--- src/hdl/dmrs_defines.svh ---
`ifndef DMRS_DEFINES_SVH
`define DMRS_DEFINES_SVH
// ----------------------------------------
// Mode register addresses
// ----------------------------------------
`define DMRS_ADDR_CAPABILITY 8'h00
`define DMRS_ADDR_CMD_VREF 8'h0c
`define DMRS_ADDR_DATA_VREF 8'h0e
`define DMRS_ADDR_LOWER_INV 8'h0f
`define DMRS_ADDR_UPPER_INV 8'h14
`define DMRS_ADDR_RFM_THRESH 8'h18
`define DMRS_ADDR_REPAIR 8'h19
`define DMRS_ADDR_SCALING 8'h1a
`define DMRS_ADDR_DECREMENT 8'h1b
`define DMRS_ADDR_TEST_RSVD 8'h1e
`define DMRS_ADDR_BYTE_VREF_SEL 8'h1f
`define DMRS_ADDR_PATTERN_A 8'h20
`define DMRS_ADDR_PATTERN_B 8'h28
// ----------------------------------------
// Field positions
// ----------------------------------------
`define DMRS_CAP_SCALING_BIT 6
`define DMRS_CAP_RFM_BIT 2
`define DMRS_SEL_LOWER_BIT 6
`define DMRS_SEL_UPPER_BIT 7
`define DMRS_VREF_MSB 6
// ----------------------------------------
// Reset values
// ----------------------------------------
`define DMRS_RST_PATTERN_A 8'h5a
`define DMRS_RST_PATTERN_B 8'h3c
`define DMRS_RST_SEL 2'h0
`define DMRS_RST_VREF 7'h4d
`define DMRS_RST_INV 8'h00
// ----------------------------------------
// Timing
// ----------------------------------------
`define DMRS_CAL_BITS 16
`endif

--- src/hdl/dmrs_pkg.sv ---
`default_nettype none
package dmrs_pkg;
    // Calibration serializer states
    typedef enum logic [1:0] {
        DMRS_CAL_IDLE = 2'b00,
        DMRS_CAL_SEND = 2'b01
    } dmrs_cal_state_t;
endpackage : dmrs_pkg
`default_nettype wire

--- src/hdl/dmrs_mode_regs.sv ---
`timescale 1ns/10ps
`default_nettype none
`include "dmrs_defines.svh"
module dmrs_mode_regs
    import dmrs_pkg::*;
#(
    // Vendor-programmed values (defaults arbitrary)
    parameter logic [7:0] CAPABILITY_VAL = 8'h44,
    parameter logic RFM_REQUIRED = 1'b1,
    parameter logic [4:0] INIT_THRESH_CODE = 5'h01,
    parameter logic [1:0] MAX_THRESH_CODE = 2'h0,
    parameter logic [7:0] REPAIR_AVAIL = 8'hff,
    parameter logic [1:0] SCALING_LEVEL = 2'h0,
    parameter logic [1:0] DECREMENT_MULT = 2'h0
)(
    // Clock and reset
    input wire logic clk,
    input wire logic sys_rst,
    // Mode register command port
    input wire logic mrw_valid,
    input wire logic mrr_valid,
    input wire logic [7:0] mr_addr,
    input wire logic [7:0] mr_wdata,
    output logic [7:0] mr_rdata,
    output logic mr_rvalid,
    // Read calibration command
    input wire logic cal_start,
    output logic [15:0] cal_data_lane,
    output logic [1:0] cal_mask_lane,
    output logic cal_busy,
    // Per-byte reference voltage settings
    output logic [6:0] lower_cmd_vref,
    output logic [6:0] upper_cmd_vref,
    output logic [6:0] lower_data_vref,
    output logic [6:0] upper_data_vref
);
    // ----------------------------------------
    // Writable state
    // ----------------------------------------
    logic [7:0] pat_a_q, pat_a_d;
    logic [7:0] pat_b_q, pat_b_d;
    logic [1:0] sel_q, sel_d;
    logic [7:0] linv_q, linv_d;
    logic [7:0] uinv_q, uinv_d;
    logic [6:0] lcv_q, lcv_d, ucv_q, ucv_d, ldv_q, ldv_d, udv_q, udv_d;
    logic [7:0] rdata_q, rdata_d;
    logic rvalid_q, rvalid_d;
    logic lower_ok, upper_ok;

    // Byte targeting from selection field: bit 6 blocks lower, bit 7 upper
    assign lower_ok = ~sel_q[0];
    assign upper_ok = ~sel_q[1];

    // Write decode; read-only and test addresses have no write path
    always_comb begin
        pat_a_d = pat_a_q;
        pat_b_d = pat_b_q;
        sel_d = sel_q;
        linv_d = linv_q;
        uinv_d = uinv_q;
        lcv_d = lcv_q;
        ucv_d = ucv_q;
        ldv_d = ldv_q;
        udv_d = udv_q;
        if (mrw_valid) begin
            unique case (mr_addr)
                `DMRS_ADDR_PATTERN_A: pat_a_d = mr_wdata;
                `DMRS_ADDR_PATTERN_B: pat_b_d = mr_wdata;
                `DMRS_ADDR_BYTE_VREF_SEL: begin
                    sel_d = {mr_wdata[`DMRS_SEL_UPPER_BIT], mr_wdata[`DMRS_SEL_LOWER_BIT]};
                end
                `DMRS_ADDR_LOWER_INV: linv_d = mr_wdata;
                `DMRS_ADDR_UPPER_INV: uinv_d = mr_wdata;
                `DMRS_ADDR_CMD_VREF: begin
                    if (lower_ok) begin
                        lcv_d = mr_wdata[`DMRS_VREF_MSB:0];
                    end
                    if (upper_ok) begin
                        ucv_d = mr_wdata[`DMRS_VREF_MSB:0];
                    end
                end
                `DMRS_ADDR_DATA_VREF: begin
                    if (lower_ok) begin
                        ldv_d = mr_wdata[`DMRS_VREF_MSB:0];
                    end
                    if (upper_ok) begin
                        udv_d = mr_wdata[`DMRS_VREF_MSB:0];
                    end
                end
                // Test register and read-only fields are dropped here
                default: begin
                end
            endcase
        end
    end

    // Read mux; write-only registers read as zero
    always_comb begin
        rvalid_d = mrr_valid;
        rdata_d = rdata_q;
        if (mrr_valid) begin
            unique case (mr_addr)
                `DMRS_ADDR_CAPABILITY: rdata_d = CAPABILITY_VAL;
                `DMRS_ADDR_RFM_THRESH: rdata_d = {MAX_THRESH_CODE, INIT_THRESH_CODE, RFM_REQUIRED};
                `DMRS_ADDR_REPAIR: rdata_d = REPAIR_AVAIL;
                `DMRS_ADDR_SCALING: rdata_d = {6'h00, SCALING_LEVEL};
                `DMRS_ADDR_DECREMENT: rdata_d = {6'h00, DECREMENT_MULT};
                default: rdata_d = 8'h00;
            endcase
        end
    end

    always_ff @(posedge clk or posedge sys_rst) begin
        if (sys_rst) begin
            pat_a_q <= `DMRS_RST_PATTERN_A;
            pat_b_q <= `DMRS_RST_PATTERN_B;
            sel_q <= `DMRS_RST_SEL;
            linv_q <= `DMRS_RST_INV;
            uinv_q <= `DMRS_RST_INV;
            lcv_q <= `DMRS_RST_VREF;
            ucv_q <= `DMRS_RST_VREF;
            ldv_q <= `DMRS_RST_VREF;
            udv_q <= `DMRS_RST_VREF;
            rdata_q <= 8'h00;
            rvalid_q <= 1'b0;
        end else begin
            pat_a_q <= pat_a_d;
            pat_b_q <= pat_b_d;
            sel_q <= sel_d;
            linv_q <= linv_d;
            uinv_q <= uinv_d;
            lcv_q <= lcv_d;
            ucv_q <= ucv_d;
            ldv_q <= ldv_d;
            udv_q <= udv_d;
            rdata_q <= rdata_d;
            rvalid_q <= rvalid_d;
        end
    end

    assign mr_rdata = rdata_q;
    assign mr_rvalid = rvalid_q;
    assign lower_cmd_vref = lcv_q;
    assign upper_cmd_vref = ucv_q;
    assign lower_data_vref = ldv_q;
    assign upper_data_vref = udv_q;

    // ----------------------------------------
    // Calibration serializer
    // ----------------------------------------
    // Start is ignored while a burst is in flight
    dmrs_cal_serializer u_cal (
        .clk(clk),
        .sys_rst(sys_rst),
        .start(cal_start),
        .pattern_a(pat_a_q),
        .pattern_b(pat_b_q),
        .lane_invert({uinv_q, linv_q}),
        .data_lane(cal_data_lane),
        .mask_lane(cal_mask_lane),
        .busy(cal_busy)
    );

    // ----------------------------------------
    // Assertions
    // ----------------------------------------
    property p_repair_read;
        @(posedge clk) disable iff (sys_rst)
        (mrr_valid && mr_addr == `DMRS_ADDR_REPAIR) |=> (mr_rvalid && mr_rdata == REPAIR_AVAIL);
    endproperty
    a_repair_read: assert property (p_repair_read) else $error("repair read wrong");

    property p_scaling_read;
        @(posedge clk) disable iff (sys_rst)
        (mrr_valid && mr_addr == `DMRS_ADDR_SCALING) |=> (mr_rdata == {6'h00, SCALING_LEVEL});
    endproperty
    a_scaling_read: assert property (p_scaling_read) else $error("scaling read wrong");

    property p_test_noeffect;
        @(posedge clk) disable iff (sys_rst)
        (mrw_valid && mr_addr == `DMRS_ADDR_TEST_RSVD) |=>
            ($stable(pat_a_q) && $stable(sel_q) && $stable(lcv_q) && $stable(udv_q));
    endproperty
    a_test_noeffect: assert property (p_test_noeffect) else $error("test write had effect");

    property p_sel01;
        @(posedge clk) disable iff (sys_rst)
        (mrw_valid && mr_addr == `DMRS_ADDR_CMD_VREF && sel_q == 2'h1) |=>
            ($stable(lcv_q) && ucv_q == $past(mr_wdata[6:0]));
    endproperty
    a_sel01: assert property (p_sel01) else $error("select 01 misbehaved");

    property p_sel10;
        @(posedge clk) disable iff (sys_rst)
        (mrw_valid && mr_addr == `DMRS_ADDR_DATA_VREF && sel_q == 2'h2) |=>
            ($stable(udv_q) && ldv_q == $past(mr_wdata[6:0]));
    endproperty
    a_sel10: assert property (p_sel10) else $error("select 10 misbehaved");

    property p_sel00;
        @(posedge clk) disable iff (sys_rst)
        (mrw_valid && mr_addr == `DMRS_ADDR_DATA_VREF && sel_q == 2'h0) |=>
            (ldv_q == udv_q);
    endproperty
    a_sel00: assert property (p_sel00) else $error("select 00 not both");

    property p_blocked_stable;
        @(posedge clk) disable iff (sys_rst)
        (sel_q == 2'h3) |=> ($stable(lcv_q) && $stable(ucv_q) && $stable(ldv_q) && $stable(udv_q));
    endproperty
    a_blocked_stable: assert property (p_blocked_stable) else $error("blocked byte updated");

    property p_pat_a_write;
        @(posedge clk) disable iff (sys_rst)
        (mrw_valid && mr_addr == `DMRS_ADDR_PATTERN_A) |=> (pat_a_q == $past(mr_wdata));
    endproperty
    a_pat_a_write: assert property (p_pat_a_write) else $error("pattern A not loaded");

    property p_cal_first_bit;
        @(posedge clk) disable iff (sys_rst)
        (cal_start && !cal_busy && linv_q == 8'h00) |=> ##1 (cal_mask_lane[0] == $past(pat_a_q[0], 2));
    endproperty
    a_cal_first_bit: assert property (p_cal_first_bit) else $error("first bit not A lsb");

    property p_cal_length;
        @(posedge clk) disable iff (sys_rst)
        (cal_start && !cal_busy) |=> cal_busy [*8] ##1 cal_busy [*8] ##1 !cal_busy;
    endproperty
    a_cal_length: assert property (p_cal_length) else $error("burst length wrong");

    property p_mask_uninverted;
        @(posedge clk) disable iff (sys_rst)
        (cal_busy && linv_q[0]) |=> (cal_data_lane[0] != cal_mask_lane[0]);
    endproperty
    a_mask_uninverted: assert property (p_mask_uninverted) else $error("mask lane inverted");

    property p_decrement_read;
        @(posedge clk) disable iff (sys_rst)
        (mrr_valid && mr_addr == `DMRS_ADDR_DECREMENT) |=> (mr_rdata[7:2] == 6'h00 && mr_rdata[1:0] == DECREMENT_MULT);
    endproperty
    a_decrement_read: assert property (p_decrement_read) else $error("multiplier read wrong");

    property p_thresh_read;
        @(posedge clk) disable iff (sys_rst)
        (mrr_valid && mr_addr == `DMRS_ADDR_RFM_THRESH) |=>
            (mr_rdata == {MAX_THRESH_CODE, INIT_THRESH_CODE, RFM_REQUIRED});
    endproperty
    a_thresh_read: assert property (p_thresh_read) else $error("threshold read wrong");

    // Writes aimed at vendor fields must leave every writable field alone
    property p_ro_write_ignored;
        @(posedge clk) disable iff (sys_rst)
        (mrw_valid && mr_addr inside {`DMRS_ADDR_CAPABILITY, `DMRS_ADDR_RFM_THRESH, `DMRS_ADDR_REPAIR,
            `DMRS_ADDR_SCALING, `DMRS_ADDR_DECREMENT}) |=>
            ($stable(pat_a_q) && $stable(pat_b_q) && $stable(sel_q) && $stable(linv_q) && $stable(uinv_q)
            && $stable(lcv_q) && $stable(ucv_q) && $stable(ldv_q) && $stable(udv_q));
    endproperty
    a_ro_write_ignored: assert property (p_ro_write_ignored) else $error("read-only write had effect");

    // One answer per read strobe, standing for exactly one cycle
    property p_rvalid_pulse;
        @(posedge clk) disable iff (sys_rst)
        1'b1 |=> (mr_rvalid == $past(mrr_valid));
    endproperty
    a_rvalid_pulse: assert property (p_rvalid_pulse) else $error("read answer strobe wrong");

    property p_cal_last_bit;
        @(posedge clk) disable iff (sys_rst)
        (cal_start && !cal_busy) |=> ##16 (cal_mask_lane[0] == $past(pat_b_q[7], 17));
    endproperty
    a_cal_last_bit: assert property (p_cal_last_bit) else $error("last bit not B msb");

    // Lanes rest at zero so a stray bit outside a burst is visible
    property p_idle_lanes;
        @(posedge clk) disable iff (sys_rst)
        !cal_busy |=> (cal_data_lane == 16'h0000 && cal_mask_lane == 2'h0);
    endproperty
    a_idle_lanes: assert property (p_idle_lanes) else $error("lanes active outside burst");

    c_cal: cover property (@(posedge clk) disable iff (sys_rst) cal_start && !cal_busy);
    c_sel01: cover property (@(posedge clk) disable iff (sys_rst) sel_q == 2'h1 && mrw_valid);
    c_thresh: cover property (@(posedge clk) disable iff (sys_rst) mrr_valid && mr_addr == `DMRS_ADDR_RFM_THRESH);
    c_blocked: cover property (@(posedge clk) disable iff (sys_rst) sel_q == 2'h3 && mrw_valid);
endmodule : dmrs_mode_regs
`default_nettype wire

--- src/hdl/dmrs_cal_serializer.sv ---
`timescale 1ns/10ps
`default_nettype none
`include "dmrs_defines.svh"
module dmrs_cal_serializer
    import dmrs_pkg::*;
(
    // Clock and reset
    input wire logic clk,
    input wire logic sys_rst,
    // Control
    input wire logic start,
    input wire logic [7:0] pattern_a,
    input wire logic [7:0] pattern_b,
    input wire logic [15:0] lane_invert,
    // Lane outputs
    output logic [15:0] data_lane,
    output logic [1:0] mask_lane,
    output logic busy
);
    // ----------------------------------------
    // Bit counter and shift state
    // ----------------------------------------
    dmrs_cal_state_t state_q, state_d;
    logic [15:0] shift_q, shift_d;
    logic [4:0] cnt_q, cnt_d;
    logic [15:0] data_q, data_d;
    logic [1:0] mask_q, mask_d;

    // Pattern A then B, each LSB first, one bit per cycle
    always_comb begin
        state_d = state_q;
        shift_d = shift_q;
        cnt_d = cnt_q;
        data_d = '0;
        mask_d = '0;
        unique case (state_q)
            DMRS_CAL_IDLE: begin
                if (start) begin
                    shift_d = {pattern_b, pattern_a};
                    cnt_d = 5'h00;
                    state_d = DMRS_CAL_SEND;
                end
            end
            DMRS_CAL_SEND: begin
                // No bus inversion here; only per-lane invert applies
                data_d = {16{shift_q[0]}} ^ lane_invert;
                mask_d = {2{shift_q[0]}};
                shift_d = {1'b0, shift_q[15:1]};
                cnt_d = cnt_q + 5'h01;
                if (cnt_q == 5'(`DMRS_CAL_BITS - 1)) begin
                    state_d = DMRS_CAL_IDLE;
                end
            end
        endcase
    end

    always_ff @(posedge clk or posedge sys_rst) begin
        if (sys_rst) begin
            state_q <= DMRS_CAL_IDLE;
            shift_q <= 16'h0000;
            cnt_q <= 5'h00;
            data_q <= 16'h0000;
            mask_q <= 2'h0;
        end else begin
            state_q <= state_d;
            shift_q <= shift_d;
            cnt_q <= cnt_d;
            data_q <= data_d;
            mask_q <= mask_d;
        end
    end

    assign data_lane = data_q;
    assign mask_lane = mask_q;
    assign busy = (state_q == DMRS_CAL_SEND);
endmodule : dmrs_cal_serializer
`default_nettype wire

--- config.mk ---
export PLATFORM = sky130hd
export DESIGN_NAME = dmrs_mode_regs
export DESIGN_NICKNAME = d
export VERILOG_FILES = /design/src/hdl/dmrs_pkg.sv /design/src/hdl/dmrs_mode_regs.sv /design/src/hdl/dmrs_cal_serializer.sv
export VERILOG_INCLUDE_DIRS = /design/src /design/src/hdl
export SDC_FILE = /design/constraint.sdc
export NUM_CORES = 1
export LEC_CHECK = 0
export BUFFER_PORTS_ARGS = -buffer_cell sky130_fd_sc_hd__buf_2
export CAP_MARGIN = 10
export CORE_AREA = 2 2 108 110
export CTS_CLUSTER_DIAMETER = 200
export DETAILED_ROUTE_END_ITERATION = 8
export DIE_AREA = 0 0 110 112
export GPL_TIMING_DRIVEN = 0
export HOLD_SLACK_MARGIN = 0.02
export SYNTH_ARGS = -nofsm -noshare
export SYNTH_HDL_FRONTEND = slang
export SYNTH_SLANG_ARGS = --single-unit
--- constraint.sdc ---
create_clock -name clk -period 3.55 [get_ports clk]
set_input_delay 0 -clock clk [delete_from_list [all_inputs] [get_ports clk]]
set_output_delay 0 -clock clk [all_outputs]
set_load 0.02 [all_outputs]
==> qor.yml <==
place_congestion: 0.8249
clk_latency_ps: 340
route.detailed.drc: 0
yosysUniqueCellTypes: 37
ys_seq_area_frac: 0.6056
grt_pass1_vias: 2913
yosysWarnings: 0
ant_nets: 0
hpwlAfterDp_um: 6059
synthTopCellsByArea: "dfrtp_1, mux2_2, dfstp_2, mux2i_1, xor2_1"
track_usage: 0.1598
port_buffers: 74
switching_share: 0.2685
cts_resized: 0
grt_pass1_wl_um: 15020
cts_max_level: 3
critPathRequiredTime_ps: 3770
setup_viol: 0
start_kind: "input port"
period_needed_ps: 1886
io_pins: 77
dpl-instance-area_sq_um: 4967
cts_setup_buffers: 0
die_y_um: 112
p_sw_mw: 0.7751
rows: 39
power_density_nw_per_um2: 541.4
r2r_end: "u_cal.data_lane[12]$_DFF_PP0_"
cts_sinks: 105
r2r-start: "u_cal.shift_q[0]$_DFFE_PP0P_"
p_leak_nw: 2.742
min_path_cells: 4
dp.cells: 539
finalClockSkew_ps: 6.565
max_freq_mhz: 530.3
vdd_ir_drop_max_v: 0.0003235
tightest_slew_ps: 715.2
r2r_setup_slack_ps: 1790
vias_per_cell: 5.016
status: "finished, final reports clean"
area_growth_pct: 21.53
cts_root_buffer: "clkbuf_16"
drt-wirelength-per-cell_um: 16.24
dp_slack_ps: 1633
initial_core_util: 0.3927
syn_nets: 344
hold_viol: 0
maxCapViolCount: 0
hold_start: "mr_addr[2]"
design_area_sq_um: 5333
drt_pass1_iterations: 5
fin_crit_sh: 0.5312
fin_cells: 559
clkPwrFrac: 0.373
grt_antenna_before_repair: 0
gr-total-overflow: 0
clk_pin_slew_ps: 70
worstHoldEndpoint: "mr_rdata[6]$_DFFE_PP0P_"
synth.ff_latch_count: 105
rsz0062_at_grt: "false"
critPathMaxFanout: 8
cts_tree: "built"
cts_hold_buf: 4
finalMaxSlewViolations: 0
synth_top_area_frac: 0.4619
cts_buffer_depth: 2
antenna_cells: 0
drt_iter0_drc: 215
syn_inst: 321
drt_wl_total_um: 9080
core_area_sq_um: 11170
crit_type: "in2reg"
nFillCells: 1030
chipWidth_um: 110
hp-class: "in2reg"
numCtsBuffers: 9
yosysTopAreaCell: "dfrtp_1"
setup_ws_ps: 1664
syn_area_sq_um: 4388
power.internal_mw: 2.112
final_layout_size_suffix_gt1_frac: 0.4567
power_frac_seq: 0.475
route.vias.total: 2804
power_frac_comb: 0.152
cp-end-kind: "flop"
final_net_count: 434
grt_max_degree: 75
avgSynthCellArea_sq_um: 13.67
rr_worst_depth: 4
dieArea_sq_um: 12320
max_slew_margin: 0.5232
cp.arrival_ps: 2110
==> critical path: stages <==
cell and delay (ps):
dlygate4sd3_1 540, buf_2 170, nor4bb_1 480, nand4b_1 480, mux2_2 420
==> power by group through the flow <==
| stage | Clock, mW | Sequential [mW] | Combinational (mW) |
|---|---|---|---|
| 5_1_grt | 1.16 | 1.38 | 0.492 |
| 6_report | 1.08 | 1.37 | 0.440 |
| 4_1_cts | 1.10 | 1.37 | 0.448 |
| 3_3_place_gp | 0 | 1.39 | 0.426 |
| 3_5_place_dp | 0 | 1.39 | 0.439 |
| 2_1_floorplan | 0 | 1.44 | 0.233 |
==> cell families (layout without fill, tap and decap cells) <==
family	Yosys count	after routing	synth area share
AND/OR/NAND/NOR	69	69	0.09867
flip-flops	105	105	0.6056
AO/OA/AOI/OAI	24	24	0.02966
multiplexers	80	80	0.2005
adder cells (fa/ha/maj)	2	2	0.005702
XOR/XNOR	17	17	0.03393
buffers and inverters	24	119	0.02595
==> worst max path at each step <==
stage | start | endpoint | slack, ps | depth (start not counted)
2_1_floorplan | sys_rst | linv_q[0]$_DFFE_PP0P_ | 830 | 1
3_3_place_gp | sys_rst | lower_data_vref[5]$_DFFE_PP0P_ | -320 | 2
3_5_place_dp | mr_addr[5] | upper_data_vref[1]$_DFFE_PP0P_ | 1630 | 5
4_1_cts | mr_addr[0] | lower_cmd_vref[1]$_DFFE_PP0P_ | 1700 | 5
5_1_grt | mr_addr[0] | lower_cmd_vref[4]$_DFFE_PP0P_ | 1600 | 5
6_report | mr_addr[0] | lower_cmd_vref[1]$_DFFE_PP0P_ | 1660 | 5
==> cell usage after synthesis <==
| cell type | count |
|---|---|
| and2_1 | 17 |
| a21oi_1 | 1 |
| nor2_1 | 5 |
| nor3b_1 | 1 |
| or4_1 | 1 |
| o22ai_1 | 1 |
| nand3_1 | 4 |
| nor3_4 | 1 |
| nor4b_1 | 1 |
| nor4b_4 | 2 |
| ha_1 | 2 |
| nand2b_1 | 2 |
| xnor2_1 | 1 |
| buf_1 | 3 |
| buf_2 | 1 |
| dfrtp_1 | 81 |
| nor4_1 | 1 |
| o2111ai_1 | 1 |
| nor2b_1 | 1 |
| mux2_2 | 63 |
| a21o_1 | 1 |
| nor4bb_1 | 2 |
| clkbuf_1 | 9 |
| nand2_1 | 19 |
| and4_1 | 1 |
| o21ai_0 | 19 |
| nand4b_1 | 3 |
| nand4_1 | 1 |
| or4b_2 | 1 |
| and3_1 | 2 |
| nor3_1 | 4 |
| inv_1 | 5 |
| mux2i_1 | 17 |
| dfstp_2 | 24 |
| xor2_1 | 16 |
| o31ai_1 | 1 |
| buf_4 | 6 |
==> metrics by stage <==
step	hold WS (ps)	power [mW]	util	setup TNS [ps]
after floorplan	31.43	1.677	-	0
after global placement	193.8	1.813	0.4418	-25540
after detailed placement	42.61	1.831	0.4445	0
after CTS	22.08	2.922	0.4772	0
after global routing	64.60	3.035	0.4772	0
final	33.47	2.887	0.4772	0
==> placed cells by master (no fill, tap or decap), types with 3 or more instances in the layout <==
master,instances
nand3_1,4
mux2_2,63
mux2i_1,17
xor2_1,16
clkinvlp_4,3
nor2_1,5
clkbuf_16,9
dlygate4sd3_1,4
nor3_1,4
nand4b_1,3
clkbuf_1,9
buf_1,3
buf_4,6
dfrtp_1,81
o21ai_0,19
inv_1,4
dfstp_2,24
nand2_1,19
buf_2,75
and2_1,17
==> layer usage <==
metal,vias up,share of wire,GRT usage
met1,1442,0.44,0.2076
met2,64,0.50,0.2605
met3,8,0.050,0.04040
li1,1290,-,-
met4,0,0.011,0.05063
met5,-,0,0
==> area by class of cell <==
class	instances	area (sq um)	area share
Clock inverter	7	100.1	0.01877
Inverter	5	21.27	0.003989
Sequential cell	105	2658	0.4984
Timing Repair Buffer	79	437.9	0.08212
Clock buffer	9	225.2	0.04223
Multi-Input combinational cell	192	1617	0.3031
Tap cell	143	178.9	0.03355
Buffer	19	95.09	0.01783
==> state kept, by name (all words and copies together), names as in the netlist, 2 cells and up <==
register / flops
upper_data_vref: 7
linv_q: 8
uinv_q: 8
pat_a_q: 8
pat_b_q: 8
u_cal.cnt_q: 5
mr_rdata: 3
sel_q: 2
u_cal.data_lane: 16
u_cal.shift_q: 16
lower_cmd_vref: 7
lower_data_vref: 7
upper_cmd_vref: 7
(Power assumes the default switching activity.)
